<file path="src/hdl/bpm_pkg.sv">
package bpm_pkg;

	// ****************************************
	// Clock and timing
	// ****************************************
	localparam int CLK_FREQ_MHZ       = 100;
	localparam int DRV_EN_DELAY_NS    = 10000;
	localparam int IDLE_TIMEOUT_NS    = 100000;
	localparam int IDLE_TIMEOUT_MIN_NS = 70000;
	localparam int IDLE_TIMEOUT_MAX_NS = 130000;
	// Least time rounds up
	localparam int DRV_EN_CYC         = (DRV_EN_DELAY_NS * CLK_FREQ_MHZ + 999) / 1000;
	localparam int IDLE_TIMEOUT_CYC   = (IDLE_TIMEOUT_NS * CLK_FREQ_MHZ) / 1000;
	localparam int CNT_W              = 16;

	// ****************************************
	// Modes
	// ****************************************
	typedef enum logic [3:0] {
		MODE_STARTUP = 4'b0001,
		MODE_SAVE    = 4'b0010,
		MODE_OPER    = 4'b0100,
		MODE_SHUT    = 4'b1000
	} bpm_mode_e;

	// ****************************************
	// Register map
	// ****************************************
	localparam logic [7:0]  CTRL_OFS       = 8'h00;
	localparam logic [7:0]  STATUS_OFS     = 8'h04;
	localparam int          CTRL_INHIBIT_BIT = 0;
	localparam logic [31:0] CTRL_RST       = 32'h0000_0000;
	localparam int          ST_MODE_LSB    = 0;
	localparam int          ST_FAULT_BIT   = 4;
	localparam int          ST_SWITCH_BIT  = 5;
	localparam int          ST_HVGEN_BIT   = 6;
	localparam int          ST_REFEN_BIT   = 7;
	localparam int          ST_REFHI_BIT   = 8;

endpackage : bpm_pkg

</file>
<file path="src/hdl/bpm_sync.sv">
`timescale 1ns/100ps
`default_nettype none
// ****************************************
// Two-stage synchroniser
// ****************************************
module bpm_sync #(
	parameter int W = 1
) (
	// Clock and reset
	input  wire logic         pclk,
	input  wire logic         presetn,
	// Data
	input  wire logic [W-1:0] async_in,
	output logic      [W-1:0] sync_out
);
	logic [W-1:0] meta_q;

	// First stage feeds only the second
	always_ff @(posedge pclk or negedge presetn) begin
		if (!presetn) begin
			meta_q   <= '0;
			sync_out <= '0;
		end else begin
			meta_q   <= async_in;
			sync_out <= meta_q;
		end
	end
endmodule : bpm_sync
`default_nettype wire

</file>
<file path="src/hdl/bpm_sequencer.sv">
// The implementer's own choices: the APB interface to the registers and the register offsets.
`timescale 1ns/100ps
`default_nettype none
module bpm_sequencer #(
	parameter int IDLE_TIMEOUT = bpm_pkg::IDLE_TIMEOUT_CYC
) (
	// APB
	input  wire logic        pclk,
	input  wire logic        presetn,
	input  wire logic        psel,
	input  wire logic        penable,
	input  wire logic        pwrite,
	input  wire logic [7:0]  paddr,
	input  wire logic [31:0] pwdata,
	output logic      [31:0] prdata,
	output logic             pready,
	output logic             pslverr,
	// Comparator results
	input  wire logic        supply_at_turn_on,
	input  wire logic        supply_below_save_low,
	input  wire logic        supply_below_ref_off,
	input  wire logic        supply_below_turn_off,
	input  wire logic        ref_above_enable,
	input  wire logic        ref_below_uv,
	input  wire logic        supply_above_reg_start,
	input  wire logic        supply_above_reg_on,
	input  wire logic        supply_below_reg_off,
	input  wire logic        current_sense_trip,
	// Gate commands
	input  wire logic        high_side_cmd_in,
	input  wire logic        low_side_cmd_pin,
	input  wire logic        power_factor_cmd_in,
	input  wire logic        heater_cmd_in,
	// Power controls
	output logic             hv_startup_generator_on,
	output logic             ref_enable,
	output logic             ref_high_current,
	output logic             ref_sink_clamp,
	output logic             two_point_regulator_en,
	output logic             regulator_supply_switch,
	output logic             overcurrent_protection_en,
	output logic             drivers_enable,
	output var bpm_pkg::bpm_mode_e mode,
	// Gate outputs
	output logic             high_side_gate_out,
	output logic             low_side_gate_out,
	output logic             power_factor_gate_out,
	output logic             heater_gate_out,
	output logic             bootstrap_switch_on,
	output logic             fault_flag_out
);
	import bpm_pkg::*;

	// ****************************************
	// Synchronisers
	// ****************************************
	logic [13:0] raw_in;
	logic [13:0] sync_in;
	logic        s_on, s_save_low, s_ref_off, s_turn_off, s_ref_good, s_ref_uv;
	logic        s_reg_start, s_reg_on, s_reg_off, s_trip;
	logic        s_hs, s_ls, s_pf, s_heat;
	logic        hs_d1_q, ls_d1_q;

	assign raw_in = {heater_cmd_in, power_factor_cmd_in, low_side_cmd_pin,
		high_side_cmd_in, current_sense_trip, supply_below_reg_off,
		supply_above_reg_on, supply_above_reg_start, ref_below_uv,
		ref_above_enable, supply_below_turn_off, supply_below_ref_off,
		supply_below_save_low, supply_at_turn_on};

	bpm_sync #(.W(14)) u_sync (
		.pclk     (pclk),
		.presetn  (presetn),
		.async_in (raw_in),
		.sync_out (sync_in)
	);

	assign {s_heat, s_pf, s_ls, s_hs, s_trip, s_reg_off, s_reg_on, s_reg_start,
		s_ref_uv, s_ref_good, s_turn_off, s_ref_off, s_save_low, s_on} = sync_in;

	wire hs_fall = hs_d1_q & ~s_hs;
	wire ls_fall = ls_d1_q & ~s_ls;
	wire ls_edge = ls_d1_q ^ s_ls;

	always_ff @(posedge pclk or negedge presetn) begin
		if (!presetn) begin
			hs_d1_q <= 1'b0;
			ls_d1_q <= 1'b0;
		end else begin
			hs_d1_q <= s_hs;
			ls_d1_q <= s_ls;
		end
	end

	// ****************************************
	// Timers
	// ****************************************
	localparam logic [CNT_W-1:0] DRV_EN_LIM = CNT_W'(DRV_EN_CYC);
	localparam logic [CNT_W-1:0] IDLE_LIM   = CNT_W'(IDLE_TIMEOUT);

	bpm_mode_e        mode_q, mode_d;
	logic [CNT_W-1:0] save_cnt_q, save_cnt_d;
	logic [CNT_W-1:0] idle_cnt_q, idle_cnt_d;

	// Saturating increment, used by both timers
	function automatic logic [CNT_W-1:0] sat_inc(input logic [CNT_W-1:0] v,
		input logic [CNT_W-1:0] lim);
		sat_inc = (v >= lim) ? v : v + CNT_W'(1);
	endfunction : sat_inc

	assign save_cnt_d = (mode_q != MODE_SAVE) ? '0 : sat_inc(save_cnt_q, DRV_EN_LIM);
	// idle time of low-side command; limit+1 means longer than timeout
	assign idle_cnt_d = (mode_q != MODE_OPER || ls_edge) ? '0 :
		sat_inc(idle_cnt_q, IDLE_LIM + CNT_W'(1));

	wire save_done = save_cnt_q >= DRV_EN_LIM;
	wire idle_out  = idle_cnt_q > IDLE_LIM;

	// ****************************************
	// Mode sequencer
	// ****************************************
	always_comb begin
		mode_d = mode_q;
		case (mode_q)
			MODE_STARTUP: begin
				if (s_on) begin
					mode_d = MODE_SAVE;
				end
			end
			MODE_SAVE: begin
				if (s_ref_off) begin
					mode_d = MODE_STARTUP;
				end else if (hs_fall && save_done && s_ref_good) begin
					mode_d = MODE_OPER;
				end
			end
			MODE_OPER: begin
				if (s_turn_off || s_ref_uv) begin
					mode_d = MODE_SHUT;
				end else if (idle_out) begin
					mode_d = MODE_SAVE;
				end
			end
			MODE_SHUT: begin
				if (s_ref_off) begin
					mode_d = MODE_STARTUP;
				end else if (s_on) begin
					mode_d = MODE_SAVE;
				end
			end
			default: mode_d = MODE_STARTUP;
		endcase
	end

	// ****************************************
	// Power controls
	// ****************************************
	logic cyc_gen_q, cyc_gen_d;
	logic sw_q, sw_d;
	logic fault_q, fault_d;
	logic inhibit_q;

	// hysteresis of the generator in save
	assign cyc_gen_d = (mode_q != MODE_SAVE) ? 1'b0 :
		s_save_low ? 1'b1 : s_on ? 1'b0 : cyc_gen_q;

	wire in_oper = mode_d == MODE_OPER;
	// generator on in start-up and shutdown, off in operating
	wire gen_d = (mode_d == MODE_STARTUP) || (mode_d == MODE_SHUT) ||
		(mode_d == MODE_SAVE && cyc_gen_d);
	// reference tracks supply, clamp is its inverse
	wire ref_en_d = (mode_d != MODE_STARTUP) && !s_ref_off;
	wire ref_hi_d = in_oper && ref_en_d;

	always_comb begin
		sw_d = sw_q;
		if (!in_oper) begin
			sw_d = 1'b0;
		end else if (s_reg_start) begin
			sw_d = 1'b1;
		end else if (ls_fall && s_reg_on) begin
			sw_d = 1'b1;
		end else if (ls_fall && s_reg_off) begin
			sw_d = 1'b0;
		end
	end

	// fault latch, set wins over release
	wire fault_set = (mode_q == MODE_OPER) && s_trip;
	wire fault_rel = !s_hs && !s_ls && !s_trip;
	assign fault_d = fault_set ? 1'b1 : fault_rel ? 1'b0 : fault_q;

	// ****************************************
	// Gate paths
	// ****************************************
	// Software inhibit blocks drivers without leaving operating mode
	wire drv_en_d = in_oper && !inhibit_q;
	wire overlap  = s_hs && s_ls;
	wire ls_gate_d = drv_en_d && s_ls && !overlap && !fault_d;
	wire hs_gate_d = drv_en_d && s_hs && !overlap && !fault_d;

	always_ff @(posedge pclk or negedge presetn) begin
		if (!presetn) begin
			mode_q                    <= MODE_STARTUP;
			save_cnt_q                <= '0;
			idle_cnt_q                <= '0;
			cyc_gen_q                 <= 1'b0;
			sw_q                      <= 1'b0;
			fault_q                   <= 1'b0;
			mode                      <= MODE_STARTUP;
			hv_startup_generator_on   <= 1'b1;
			ref_enable                <= 1'b0;
			ref_high_current          <= 1'b0;
			ref_sink_clamp            <= 1'b1;
			two_point_regulator_en    <= 1'b0;
			regulator_supply_switch   <= 1'b0;
			overcurrent_protection_en <= 1'b0;
			drivers_enable            <= 1'b0;
			high_side_gate_out        <= 1'b0;
			low_side_gate_out         <= 1'b0;
			power_factor_gate_out     <= 1'b0;
			heater_gate_out           <= 1'b0;
			bootstrap_switch_on       <= 1'b0;
			fault_flag_out            <= 1'b0;
		end else begin
			mode_q                    <= mode_d;
			save_cnt_q                <= save_cnt_d;
			idle_cnt_q                <= idle_cnt_d;
			cyc_gen_q                 <= cyc_gen_d;
			sw_q                      <= sw_d;
			fault_q                   <= fault_d;
			mode                      <= mode_d;
			hv_startup_generator_on   <= gen_d;
			ref_enable                <= ref_en_d;
			ref_high_current          <= ref_hi_d;
			ref_sink_clamp            <= !ref_en_d;
			two_point_regulator_en    <= in_oper;
			regulator_supply_switch   <= sw_d;
			overcurrent_protection_en <= in_oper;
			drivers_enable            <= drv_en_d;
			high_side_gate_out        <= hs_gate_d;
			low_side_gate_out         <= ls_gate_d;
			power_factor_gate_out     <= drv_en_d && s_pf;
			heater_gate_out           <= drv_en_d && s_heat;
			// bootstrap in step with low-side gate
			bootstrap_switch_on       <= ls_gate_d;
			fault_flag_out            <= fault_d;
		end
	end

	// ****************************************
	// APB slave
	// ****************************************
	// No wait state: every bus output is registered from the setup phase
	wire setup_ph   = psel && !penable;
	wire access_ok  = psel && penable && pready;
	wire hit_ctrl   = paddr == CTRL_OFS;
	wire hit_status = paddr == STATUS_OFS;
	wire mapped     = hit_ctrl || hit_status;
	wire wr_ctrl    = access_ok && pwrite && hit_ctrl && !pslverr;

	logic [31:0] status_w;
	logic [31:0] rd_mux;

	always_comb begin
		status_w = '0;
		status_w[ST_MODE_LSB +: 4] = mode_q;
		status_w[ST_FAULT_BIT]     = fault_q;
		status_w[ST_SWITCH_BIT]    = sw_q;
		status_w[ST_HVGEN_BIT]     = hv_startup_generator_on;
		status_w[ST_REFEN_BIT]     = ref_enable;
		status_w[ST_REFHI_BIT]     = ref_high_current;
	end

	assign rd_mux = hit_ctrl ? {31'h0000_0000, inhibit_q} : hit_status ? status_w : '0;

	always_ff @(posedge pclk or negedge presetn) begin
		if (!presetn) begin
			pready    <= 1'b0;
			pslverr   <= 1'b0;
			prdata    <= '0;
			inhibit_q <= CTRL_RST[CTRL_INHIBIT_BIT];
		end else begin
			pready  <= setup_ph;
			pslverr <= setup_ph && (!mapped || (pwrite && hit_status));
			prdata  <= (setup_ph && !pwrite) ? rd_mux : '0;
			if (wr_ctrl) begin
				inhibit_q <= pwdata[CTRL_INHIBIT_BIT];
			end
		end
	end
endmodule : bpm_sequencer
`default_nettype wire

</file>
<file path="config.mk">
export PLATFORM = sky130hd
export DESIGN_NAME = bpm_sequencer
export DESIGN_NICKNAME = d
export VERILOG_FILES = /design/src/hdl/bpm_pkg.sv /design/src/hdl/bpm_sync.sv /design/src/hdl/bpm_sequencer.sv
export SDC_FILE = /design/constraint.sdc
export NUM_CORES = 1
export LEC_CHECK = 0
export BUFFER_PORTS_ARGS = -buffer_cell sky130_fd_sc_hd__buf_2
export CORE_MARGIN = 1
export CORE_UTILIZATION = 45
export DETAILED_ROUTE_END_ITERATION = 10
export PLACE_DENSITY = 0.74
export SKIP_LAST_GASP = 1
export SLEW_MARGIN = 20
export SYNTH_ARGS = -nofsm -noshare
export SYNTH_HDL_FRONTEND = slang
export SYNTH_SLANG_ARGS = --single-unit
</file>
<file path="constraint.sdc">
create_clock -name pclk -period 2.1 [get_ports pclk]
set_input_delay 0.105 -clock pclk [delete_from_list [all_inputs] [get_ports pclk]]
set_output_delay 0.105 -clock pclk [all_outputs]
set_load 0.02 [all_outputs]
</file>
Word-level counts from Yosys, hierarchy flattened
Index checks and enable logic that the tools add are counted.
Widths: inputs -> output; s select.

storage, ports and cells
  output and inout bits = 52
  bits in registers = 91
  input bits = 59
  logic and storage cells = 120

operators by class
  reduce and logical (&&, ||, !) cells = 48
  $lt $le $gt $ge = 3
  muxes and demuxes = 23
  equality and inequality tests = 15
  $add $sub $neg = 2
  bitwise gates (word level) = 5

operator list
  cell                   count
  $mux 16                4
  $add 16x1->16 const B  2
  $logic_and 1x1->1      29
  $mux 9                 3
  $mux 4                 6
  $ge 16x10->1 const B   1
  $ge 16x14->1 const B   1
  $gt 16x14->1 const B   1
  $pmux 4 s4             1
  $logic_not 1->1        12
  $mux 1                 9
  $eq 4x1->1 const B     2
  $eq 4x2->1 const B     2
  $eq 4x3->1 const B     2
  $eq 4x4->1 const B     2
  $eq 8x3->1 const B     1
  $logic_not 8->1        1
  $ne 4x1->1 const B     2
  $logic_or 1x1->1       6
  $ne 4x2->1 const B     1
  $ne 4x3->1 const B     1
  $and 1x1->1            2
  $ne 2x1->1 const B     1
  $ne 2x2->1 const B     1
  other kinds (2)        3

Longest topological paths before layout
Gate-level depths: netlist of the first run.

  word-level depth = 12
  depth in mapped cells = 8
  gate-level depth less buffers = 7

Hierarchy
From an unflattened synthesis of the first run, not the netlist that was laid out.

second synthesis, totals
  cells, all modules = 337
  area, all modules = 3882.5 um^2

by module, submodules not included
  module         times used  area each (um^2)  seq. area each (um^2)  cells each
  bpm_sequencer  1           3181.8            1580.3                 309
  bpm_sync       1           700.7             700.7                  28

Worst setup path before layout of the first run
No wires, ideal clock.

  path type = flip-flop to flip-flop
  from = reg mode_q[3]
  to = reg bootstrap_switch_on
  path buffers = 2
  stages on the path, launching flop included = 8
  clock period less this slack = 2.077 ns
  required time = 1.999 ns
  library setup time = 0.101 ns
  arrival = 1.976 ns
  path slack = 0.023 ns
  cells stage by stage = dfrtp_1 -> buf_6 -> nor4b_4 -> nand2_2 -> or3_1 -> and3_1 -> buf_6 -> nor4_1

between the ends
  longest elaborated chain between the ends = 8
  elaborated cells between the ends (all ways) = 19
  those cells by class = 5 x eq/ne; 8 x mux; 6 x reduce/logical

RTL lines
  what                              RTL line                                                          text
  from (decl)                       bpm_sequencer.sv:100                                              bpm_mode_e mode_q, mode_d;
  from (signal assigned)            bpm_sequencer.sv:225                                              mode_q <= mode_d;
  $mux 4, on equally long branches  --
  $mux 4, on equally long branches  bpm_sequencer.sv:144, bpm_sequencer.sv:130, bpm_sequencer.sv:137
  $pmux 4 s4                        bpm_sequencer.sv:123                                              case (mode_q)
  $eq 4x3->1                        bpm_sequencer.sv:166                                              wire in_oper = mode_d == MODE_OPER;
  $logic_and 1x1->1                 bpm_sequencer.sv:196                                              wire drv_en_d = in_oper && !inhibit_q;
  $logic_and 1x1->1 (2 in series)   bpm_sequencer.sv:198                                              wire ls_gate_d = drv_en_d && s_ls && !overlap && !fault_d;
  $logic_and 1x1->1 *               bpm_sequencer.sv:198
  net ls_gate_d                     bpm_sequencer.sv:198
  to (signal assigned)              bpm_sequencer.sv:245                                              bootstrap_switch_on <= ls_gate_d;
  to (decl)                         bpm_sequencer.sv:49                                               output logic bootstrap_switch_on,

Mark *: on every way through the listed nets, which the timed path passes. The rest lies on a longest branch.
A chain may end at the register's enable or synchronous reset.

Final worst setup path of the first run
  from = reg idle_cnt_q[1]
  to = reg idle_cnt_q[8]

between the ends
  longest elaborated chain between the ends = 3
  elaborated cells between the ends (all ways) = 5
  those cells by class = 1 x add/sub; 1 x order compare; 1 x eq/ne; 2 x mux

RTL lines
  what                    RTL line              text
  from (decl)             bpm_sequencer.sv:102  logic [CNT_W-1:0] idle_cnt_q, idle_cnt_d;
  from (signal assigned)  bpm_sequencer.sv:227  idle_cnt_q <= idle_cnt_d;
  $add 16x1->16           bpm_sequencer.sv:107  sat_inc = (v >= lim) ? v : v + CNT_W'(1);
  $mux 16                 bpm_sequencer.sv:107
  $mux 16                 bpm_sequencer.sv:112  assign idle_cnt_d = (mode_q != MODE_OPER || ls_edge) ? '0 :

Several ways; a longest one is shown, not always the timed one. The select of a mux whose other input is x is not followed.

==> results of run 1 <==
==> placed cells by master (no fill, tap or decap), types with 3 or more instances in the layout <==
cell / count
and2_1: 14
dlygate4sd3_1: 17
mux2i_1: 3
clkbuf_8: 9
conb_1: 23
nand2_1: 18
and3_1: 5
a21oi_1: 8
xnor2_1: 18
nand4_1: 8
nand3_1: 10
or2_2: 3
o211ai_1: 3
buf_4: 21
nor4b_1: 3
o21ai_0: 3
ha_1: 5
nor2_1: 42
nor3_1: 11
dfrtp_1: 88
nand2b_1: 3
a31oi_1: 4
inv_6: 3
nor3b_1: 3
nor4_1: 7
a211oi_1: 4
dfstp_2: 3
inv_1: 10
buf_2: 55
==> critical path: cells and delay by family (launching register included) <==
family / cells / cell delay, ns
AOI/OAI and AO/OA: 1 / 0.45
xor gates and xnor gates: 1 / 0.11
adders and majority gates: 1 / 0.18
buffers and inverters: 2 / 0.26
DFF: 1 / 0.42
and+or+nand+nor: 3 / 0.43
==> through the flow <==
step / utilization / cells / instance area (sq um) / power (uW)
CTS: 0.559 / 539 / 4600 / 3500
floorplan: - / 357 / 3910 / 2230
global placement: 0.516 / 506 / 4240 / 2350
finish: 0.564 / 540 / 4630 / 3450
global route: 0.564 / 540 / 4630 / 3620
detailed placement: 0.516 / 506 / 4240 / 2370
==> state kept, by name, summed over array words and instances (netlist names), 4 cells and up <==
signal / count
idle_cnt_q: 16
u_sync.sync_out: 14
save_cnt_q: 16
mode_q: 4
u_sync.meta_q: 14
prdata: 9
==> power by group through the flow <==
stage	Clock, uW	Sequential [uW]	Combinational [uW]
2_1_floorplan	0	1960	273
3_3_place_gp	0	1920	428
3_5_place_dp	0	1930	445
4_1_cts	1130	1890	471
5_1_grt	1200	1900	518
6_report	1090	1890	468
==> synthesized netlist by cell type (all sizes together), types with 3 or more instances <==
cell type / n
nand2: 19
inv: 11
dfrtp: 88
a21oi: 8
nor2: 42
mux2i: 3
buf: 30
nand4: 8
nor4b: 5
nor4: 9
nor3: 11
dfstp: 3
and2: 16
o21ai: 4
nand2b: 3
nand3: 10
a211oi: 4
or2: 3
and3: 8
nor3b: 4
ha: 6
a31oi: 4
o211ai: 3
xnor2: 18
==> cells by family (layout without fill, tap and decap cells) <==
group,count (synthesis),after routing
mux,5,5
flops,91,91
xor+xnor,18,18
other cells,1,23
simple gates,143,143
fa+ha+maj,6,6
buf+inv,43,121
compound gates,28,28
==> final cells by class <==
type | instances | area [sq um]
Clock buffer | 10 | 128
Clock inverter | 6 | 55.1
Fill cell | 701 | 3580
Inverter | 11 | 41.3
Multi-Input combinational cell | 223 | 1370
Sequential cell | 91 | 2280
Tap cell | 105 | 131
Timing Repair Buffer | 94 | 623
==> what timing repair did <==
item	CTS	global route
endpoints found under the setup margin	0	5
hold endpoints to repair	82	0
hold buffers	17	0
buffers inserted	0	1
gates resized for setup	0	7
==> worst min-delay path by stage <==
stage,endpoint,depth (start not counted)
2_1_floorplan,bootstrap_switch_on,0
3_3_place_gp,save_cnt_q[6],1
3_5_place_dp,save_cnt_q[6],1
4_1_cts,pready,3
5_1_grt,pready,3
6_report,pready,3
==> routing by layer <==
| layer | routed length [um] | part of all wire | vias to the layer above | GRT usage |
|---|---|---|---|---|
| met5 | 0 | 0 | - | 0 |
| met3 | 291 | 0.041 | 6 | 0.0421 |
| li1 | - | - | 1274 | - |
| met1 | 3200 | 0.45 | 1299 | 0.216 |
| met2 | 3520 | 0.50 | 79 | 0.287 |
| met4 | 78 | 0.011 | 0 | 0.0603 |
==> summary.txt, run 1 <==
STA
  • Fin Hold WS: roughly 0.058 ns
  • Final setup viols: 0
  • Final Slew Violations: 0
  • Worst-margin pin slew: 0.828 ns
  • Period utilization: 0.933
  • Setup total negative slack: 0 ns
  • Unrepaired setup endpoints after global routing: false
  • Final worst setup slack: 0.140 ns
  • Fmax: 510 MHz
  • Hold Fails Final Rpt: 0
  • Worst slew margin: 0.440
  • Setup Skew: 0.00992 ns
  • Crit path time final: around 2 ns

Power
  • Lkg Pwr: 0.00222 uW
  • Pwr per Cell Area: between 700 and 800 nW/um^2
  • Clk pwr share: 0.317
  • P_sw: 977 uW
  • Switching Fraction: 0.283
  • Comb pwr share: 0.136
  • Sequential Power Share: 0.548
  • Internal: 2470 uW
  • Maximum vdd drop: 0.334 mV

Critical path
  • Reg2Reg Setup Slack: between 0.1 and 0.15 ns
  • CP Launch Point: idle_cnt_q[1]
  • CP max-delay cell: a2111oi_4
  • Worst Setup Path Type: flop to flop
  • RR Startpoint: idle_cnt_q[1]
  • Setup crit end: idle_cnt_q[8]
  • Critical R2R Capture: idle_cnt_q[8]
  • Startpoint types: flop
  • Maximum fanout along the worst path: 3
  • Worst Reg-to-Reg Cells: 8
  • Worst setup EP type: flop
  • Worst EP arrival: 2.19 ns
  • Worst-path cell chain: inv_2 > ha_2 > nor4b_4 > nand3b_1 > a2111oi_4 > buf_4 > xnor2_1 > nor2_1
  • Worst endpoint required time: ~2.3 ns
  • CP max stage delay: between 0.4 and 0.5 ns

Synthesis
  • Synth top area cells: dfrtp_1 58%, buf_4 4.9%, nor2_1 4.1%
  • Synthesized area: 3820 sq um
  • EDFF count, synth: 0
  • Synth Area in XOR/XNOR: 0.0412
  • Largest family of logic cells by synthesized area: simple AND/OR/NAND/NOR gates
  • Adder-Cell Fraction of Synth Area: 0.0196
  • Main synth FF type: dfrtp_1
  • Sequential element share of the synthesized area: 0.597
  • Distinct cells, synth: 44
  • #FFs+latches synth: 91
  • Post-Synthesis Cells: 335
  • Post-synthesis async set-or-reset flop share: 1.00
  • Compound-Gate Fraction of Synth Area: 0.0524
  • Synth warn: 0
  • Simple-Gate Fraction of Synth Area: 0.202
  • Synth top area share: 0.576
  • Syn Area/Cell: 11.4 sq um
  • Yosys top cell by area: dfrtp_1
  • Mux cell area share after synthesis: 0.0137

Floorplanning
  • Top Ports: about 110
  • Starting Density: 0.465
  • Die width: 94.2 um
  • Std cell rows: 33
  • Core Box Area: between 8000 and 9000 sq um
  • Die area: just under 9000 sq um
  • Die Ht: about 94 um

Place
  • Detailed placer's ending HPWL: 4960 um
  • Port Buf Inserts: 56
  • Placer Congestion: 0.873
  • Pre-CTS setup slack: a little under 0.07 ns

Final layout
  • Ant diodes: 0
  • Layout cells sized above 1: 0.262
  • Area growth syn-to-layout: 21.2%
  • Nets: 495

Run
  • Max-Cap Viols: 0

Min path
  • Start point of the worst min-delay path: psel
  • Worst min path class: primary input to flop

Routing
  • DRT iter0 DRCs: approximately 120
  • Vias per cell: about 4.9
  • Residual DRC: 0
  • Avg WL per Cell: 13.1 um
  • Vias: 2658
  • Final wirelength: 7090 um
  • DRT antenna net count: 0
  • First-pass DRT Iterations: 4

Clock network
  • Clock-pin slew on the worst setup and hold paths: 0.09 ns
  • TritonCTS clock tree: done
  • Bufs on Longest Clock Path: 2
  • CTS Buf Count: 9
  • Num Clock Sinks: 91
  • Root buffer cell: clkbuf_8
  • Clock latency at the later pin of the worst-skew pair: 0.35 ns
  • CTS H-tree lvls: 3

Outcome
  • Status: completed

GRT
  • Largest net degree at the start of global routing: 46
  • First-pass GRT wire length: 11600 um
  • Global Route Usage Sum: 0.172
  • Vias in the first global route: 2551
  • Grt ovf: 0
  • Initial antenna violation count: 0
No activity file was read; power rests on OpenSTA's default activity.
==> run 2: changes to the inputs <==
Settings changed: CORE_UTILIZATION 45 to 46, PLACE_DENSITY 0.74 to 0.75.
==> run 2 against run 1 <==
Net effect:
- register-to-register slack got worse by 0.03 ns
- fmax fell by 1.7%
- routed wire length fell by 2.9%
- clock skew rose by 0.0056 ns
- sequential cell count did not move
- critical path depth fell by 1
- die area fell by 2.1%
- final area fell by 0.16%
- power rose by 5.5%
- clock power rose by 18%
- critical path type unchanged
- largest power group unchanged
- highest routed layer unchanged
==> summary.txt, run 2 (same netlist as run 1, synthesis figures left out) <==
Place
  • Detailed placer's ending HPWL: 4770 um
  • Placed inst area: 4190 sq um
  • Placer Congestion: 0.844
  • Port Buf Inserts: 56

Min path
  • Endpoint, Worst Hold: pready
  • Worst min path class: primary input to flop
  • Start point of the worst min-delay path: psel
  • Hold Path Stages: 3

Power
  • Maximum vdd drop: around 0.32 mV
  • Lkg Pwr: 0.00221 uW
  • Pwr Total: between 3000 and 4000 uW
  • Pwr per Cell Area: 788 nW/um^2

Routing
  • DRT antenna net count: 0
  • Vias per cell: 4.98
  • Residual DRC: 0
  • Final wirelength: 6890 um
  • Avg WL per Cell: approximately 13 um
  • First-pass DRT Iterations: 5
  • DRT iter0 DRCs: 262
  • Vias: 2640

Clock network
  • Num Clock Sinks: 91
  • TritonCTS clock tree: done
  • CTS Buf Count: 9
  • Root buffer cell: clkbuf_8
  • Clock latency at the later pin of the worst-skew pair: about 0.35 ns
  • Clock-pin slew on the worst setup and hold paths: 0.08 ns
  • Bufs on Longest Clock Path: 2
  • CTS H-tree lvls: 3

STA
  • Fmax: 502 MHz
  • Worst-margin pin slew: 0.522 ns
  • Period utilization: 0.949
  • Final setup viols: 0
  • Final Slew Violations: 0
  • Crit path time final: 1.99 ns
  • Worst slew margin: 0.652
  • Hold Fails Final Rpt: 0
  • Unrepaired setup endpoints after global routing: true
  • Setup Skew: ~0.016 ns

Final layout
  • Largest regs: idle_cnt_q x16, save_cnt_q x16
  • Most common cell after layout, fill and taps aside: dfrtp_1
  • Most frequent cells in the layout: 88 x dfrtp_1, 55 x buf_2, 42 x nor2_1
  • Final Cell Area: 4620 sq um
  • Nets: 488
  • Fillcell total: 614
  • Area growth syn-to-layout: 21.0%
  • Ant diodes: 0
  • Layout cells sized above 1: 0.248

Critical path
  • Maximum fanout along the worst path: 9
  • Reg2Reg Setup Slack: 0.11 ns
  • CP max-delay cell: dfrtp_1
  • RR Startpoint: idle_cnt_q[1]
  • Worst Reg-to-Reg Cells: 7
  • Worst endpoint required time: 2.34 ns
  • Worst EP arrival: about 2.2 ns
  • Worst Setup Path Type: flop to flop
  • Worst setup EP type: flop
  • Startpoint types: flop
  • CP max stage delay: 0.41 ns
  • Worst-path cell chain: inv_1 > ha_1 > nor4b_4 > nand4_1 > or3_1 > and3_4 > nor4_1
  • Critical R2R Capture: bootstrap_switch_on

Floorplanning
  • Die width: around 93 um
  • Starting Density: 0.485
  • Std cell rows: 32
  • Die Ht: 93.2 um
  • Top Ports: approximately 110
  • Die area: 8680 sq um
  • Core Box Area: 7890 sq um

GRT
  • Global Route Usage Sum: 0.175
  • First-pass GRT wire length: 11700 um
  • Vias in the first global route: 2497
  • Initial antenna violation count: 0
  • Largest net degree at the start of global routing: 44
  • Grt ovf: 0

Outcome
  • Status: completed

Run
  • Max-Cap Viols: 0
-- run 2: cell count changes in the layout (fill, tap and decap cells not counted), sizes merged --
cell,delta
bufinv,+2
inv,-2
buf,-7
-- run 2: what timing repair did --
item / CTS / global route
resized for setup: 1 / 6
endpoints found under the hold margin: 54 / 0
hold buffers: 17 / 0
buffers inserted: 0 / 0
setup endpoints to repair: 2 / 13
-- run 2: how the worst max path moves through the flow --
| stage | startpoint | slack [ns] | to | cells past startpoint |
|---|---|---|---|---|
| final | idle_cnt_q[1] | 0.11 | bootstrap_switch_on | 7 |
| after global routing | idle_cnt_q[1] | -0.01 | idle_cnt_q[11] | 8 |
| after CTS | idle_cnt_q[1] | 0.01 | high_side_gate_out | 7 |
| after detailed placement | idle_cnt_q[1] | 0.01 | high_side_gate_out | 7 |
| after global placement | idle_cnt_q[14] | 0.10 | idle_cnt_q[11] | 5 |
| after floorplan | mode_q[3] | 0.02 | bootstrap_switch_on | 7 |
-- run 2: cell type report --
class                      instances  area [sq um]  share of cell area
tap                              102           128              0.0276
clock buffer                      10           128              0.0276
timing repair buffer              87           571               0.123
sequential                        91          2280               0.493
clock inverter                     6          95.1              0.0206
inverter                          11          41.3             0.00893
multi-input combinational        223          1380               0.299
-- run 2: worst max-delay path: cells and delay by family, from the launching register on --
family	cells	cell delay (ns)
and+or+nand+nor	5	1.20
buffers and inverters	1	0.11
DFF	1	0.41
adders and majority gates	1	0.18
-- run 2: report_power, final --
part           switching (uW)  internal (uW)
sequential               67.6           1840
clock                     608            683
combinational             269            172
total                     944           2700
-- run 2: through the flow --
stage | cells | hold slack [ns] | utilization | TNS, ns | setup slack (ns)
CTS | 530 | 0.0373 | 0.582 | 0 | 0.0107
finish | 530 | 0.0523 | 0.586 | 0 | 0.107
floorplan | 357 | -0.191 | - | 0 | 0.0232
detailed placement | 497 | 0.128 | 0.532 | 0 | 0.0145
global route | 530 | 0.0636 | 0.586 | -0.0189 | -0.0144
global placement | 497 | 0.127 | 0.532 | 0 | 0.102
-- run 2: routing by layer --
layer	global-route usage	up-vias	wire (um)
met5	0	-	0
met1	0.232	1252	3070
met4	0.0833	0	112
met2	0.281	103	3380
li1	-	1273	-
met3	0.0301	12	317
==> run 3: changes to the inputs <==
Settings changed: PLACE_DENSITY 0.75 to 0.73.
==> run 3 against run 2 <==
Net effect:
- clock power decreased by 9%
- sequential share of layout area up 0.067 points
- global-route usage decreased by 0.84 points
- largest cell class unchanged
- highest routed layer unchanged
==> summary.txt, run 3 (same netlist as run 1, synthesis figures left out) <==
Outcome
  • Status: completed

GRT
  • Global Route Usage Sum: 0.167
  • Initial antenna violation count: 0
  • First-pass GRT wire length: 11200 um
  • Vias in the first global route: 2548
  • Largest net degree at the start of global routing: 47
  • Grt ovf: 0

Clock network
  • TritonCTS clock tree: done
  • Bufs on Longest Clock Path: 2
  • Num Clock Sinks: around 90
  • Clock-pin slew on the worst setup and hold paths: ~0.090 ns
  • CTS Buf Count: 9
  • CTS H-tree lvls: 3
  • Clock latency at the later pin of the worst-skew pair: 0.35 ns
  • Root buffer cell: clkbuf_8

Final layout
  • Nets: 488
  • Ant diodes: 0
  • Most frequent cells in the layout: 88 x dfrtp_1, 55 x buf_2, 42 x nor2_1
  • Largest regs: idle_cnt_q x16, save_cnt_q x16
  • Layout cells sized above 1: 0.252
  • Fillcell total: 645
  • Most common cell after layout, fill and taps aside: dfrtp_1
  • Layout Cells excl Fill: 530
  • Area growth syn-to-layout: 20.8%

STA
  • Setup total negative slack: 0 ns
  • Unrepaired setup endpoints after global routing: true
  • Period utilization: 0.936
  • Setup Skew: just under 0.007 ns
  • Worst-margin pin slew: roughly 0.70 ns
  • Fin Hold WS: 0.0509 ns
  • Final Slew Violations: 0
  • Hold Fails Final Rpt: 0
  • Fmax: between 500 and 600 MHz
  • Worst slew margin: 0.528
  • Crit path time final: around 2.0 ns
  • Final setup viols: 0

Floorplanning
  • Starting Density: 0.485
  • Top Ports: 111
  • Core Box Area: 7890 sq um
  • Die width: 93.2 um
  • Die Ht: 93.2 um
  • Std cell rows: 32
  • Die area: 8680 sq um

Routing
  • Residual DRC: 0
  • Vias per cell: 5.05
  • Avg WL per Cell: 12.7 um
  • Final wirelength: slightly below 7000 um
  • Vias: 2675
  • First-pass DRT Iterations: 4
  • DRT antenna net count: 0
  • DRT iter0 DRCs: 94

Power
  • Lkg Pwr: approximately 0.0022 uW
  • Maximum vdd drop: between 0.4 and 0.5 mV
  • Pwr per Cell Area: about 760 nW/um^2
  • Pwr Total: 3510 uW

Place
  • Port Buf Inserts: 56
  • Placer Congestion: between 0.8 and 0.9
  • Placed Cells incl. Taps: slightly below 500
  • Detailed placer's ending HPWL: 4810 um

Critical path
  • Worst Setup Path Type: flop to flop
  • Maximum fanout along the worst path: 8
  • Startpoint types: flop
  • Worst setup EP type: flop
  • Worst endpoint required time: around 2.4 ns
  • Worst EP arrival: 2.21 ns

Min path
  • Worst min path class: primary input to flop

Run
  • Max-Cap Viols: 0
run 3: changes by cell type in the layout (fill, tap and decap cells not counted), sizes merged:
| cell | delta |
|---|---|
| clkbuf | +1 |
| clkinvlp | +3 |
| clkinv | -2 |
| inv | -1 |
| bufinv | -1 |
run 3: final timing paths:
check	startpoint	end	slack, ns	cells after the start
setup / recovery	idle_cnt_q[6]	idle_cnt_q[10]	0.13	5
hold / removal	psel	pready	0.05	3
setup reg to reg	idle_cnt_q[6]	idle_cnt_q[10]	0.13	5
hold reg to reg	u_sync.meta_q[4]	u_sync.sync_out[4]	0.35	0
max in group asynchronous	presetn	hv_startup_generator_on	1.13	3
min in group asynchronous	presetn	prdata[7]	0.28	2
run 3: cell type report:
cell class	count	area (sq um)	share of cell area
clock buffer	11	141	0.0306
clock inverter	5	61.3	0.0133
timing repair buffer	87	571	0.124
inverter	11	41.3	0.00894
sequential	91	2280	0.494
multi-input combinational	223	1400	0.302
tap	102	128	0.0276
run 3: through the flow:
| stage | cell area (sq um) | setup WS [ns] | utilization |
|---|---|---|---|
| after CTS | 4560 | 0.00656 | 0.578 |
| after global routing | 4620 | -0.0319 | 0.586 |
| final | 4620 | 0.135 | 0.586 |
| after floorplan | 3910 | 0.0232 | - |
| after detailed placement | 4180 | 0.00576 | 0.530 |
| after global placement | 4180 | 0.0871 | 0.530 |
run 3: what timing repair did:
item,CTS,global route
hold buffers,17,0
pin swaps,0,0
setup buffers,0,2
cloned,0,0
hold endpoints to repair,59,0
resized for setup,2,7
setup endpoints to repair,2,9
run 3: worst max-delay path, cell delays in order, from the launching register on:
cell and delay [ns]:
dfrtp_1 0.46, nor4_2 0.45, nor3b_4 0.14, a2111oi_4 0.46, a31oi_1 0.14, a41o_1 0.21
run 3: report_power, final:
part / internal (uW) / total, uW / switching [uW]
clock: 587 / 1170 / 585
combinational: 164 / 427 / 263
sequential: 1840 / 1910 / 66.9
total: 2590 / 3510 / 915
run 3: metal layers:
layer	vias up	global-route usage	wire, um
li1	1268	-	-
met1	1302	0.206	2970
met2	95	0.277	3310
met3	10	0.0447	354
met4	0	0.0692	123
met5	-	0	0
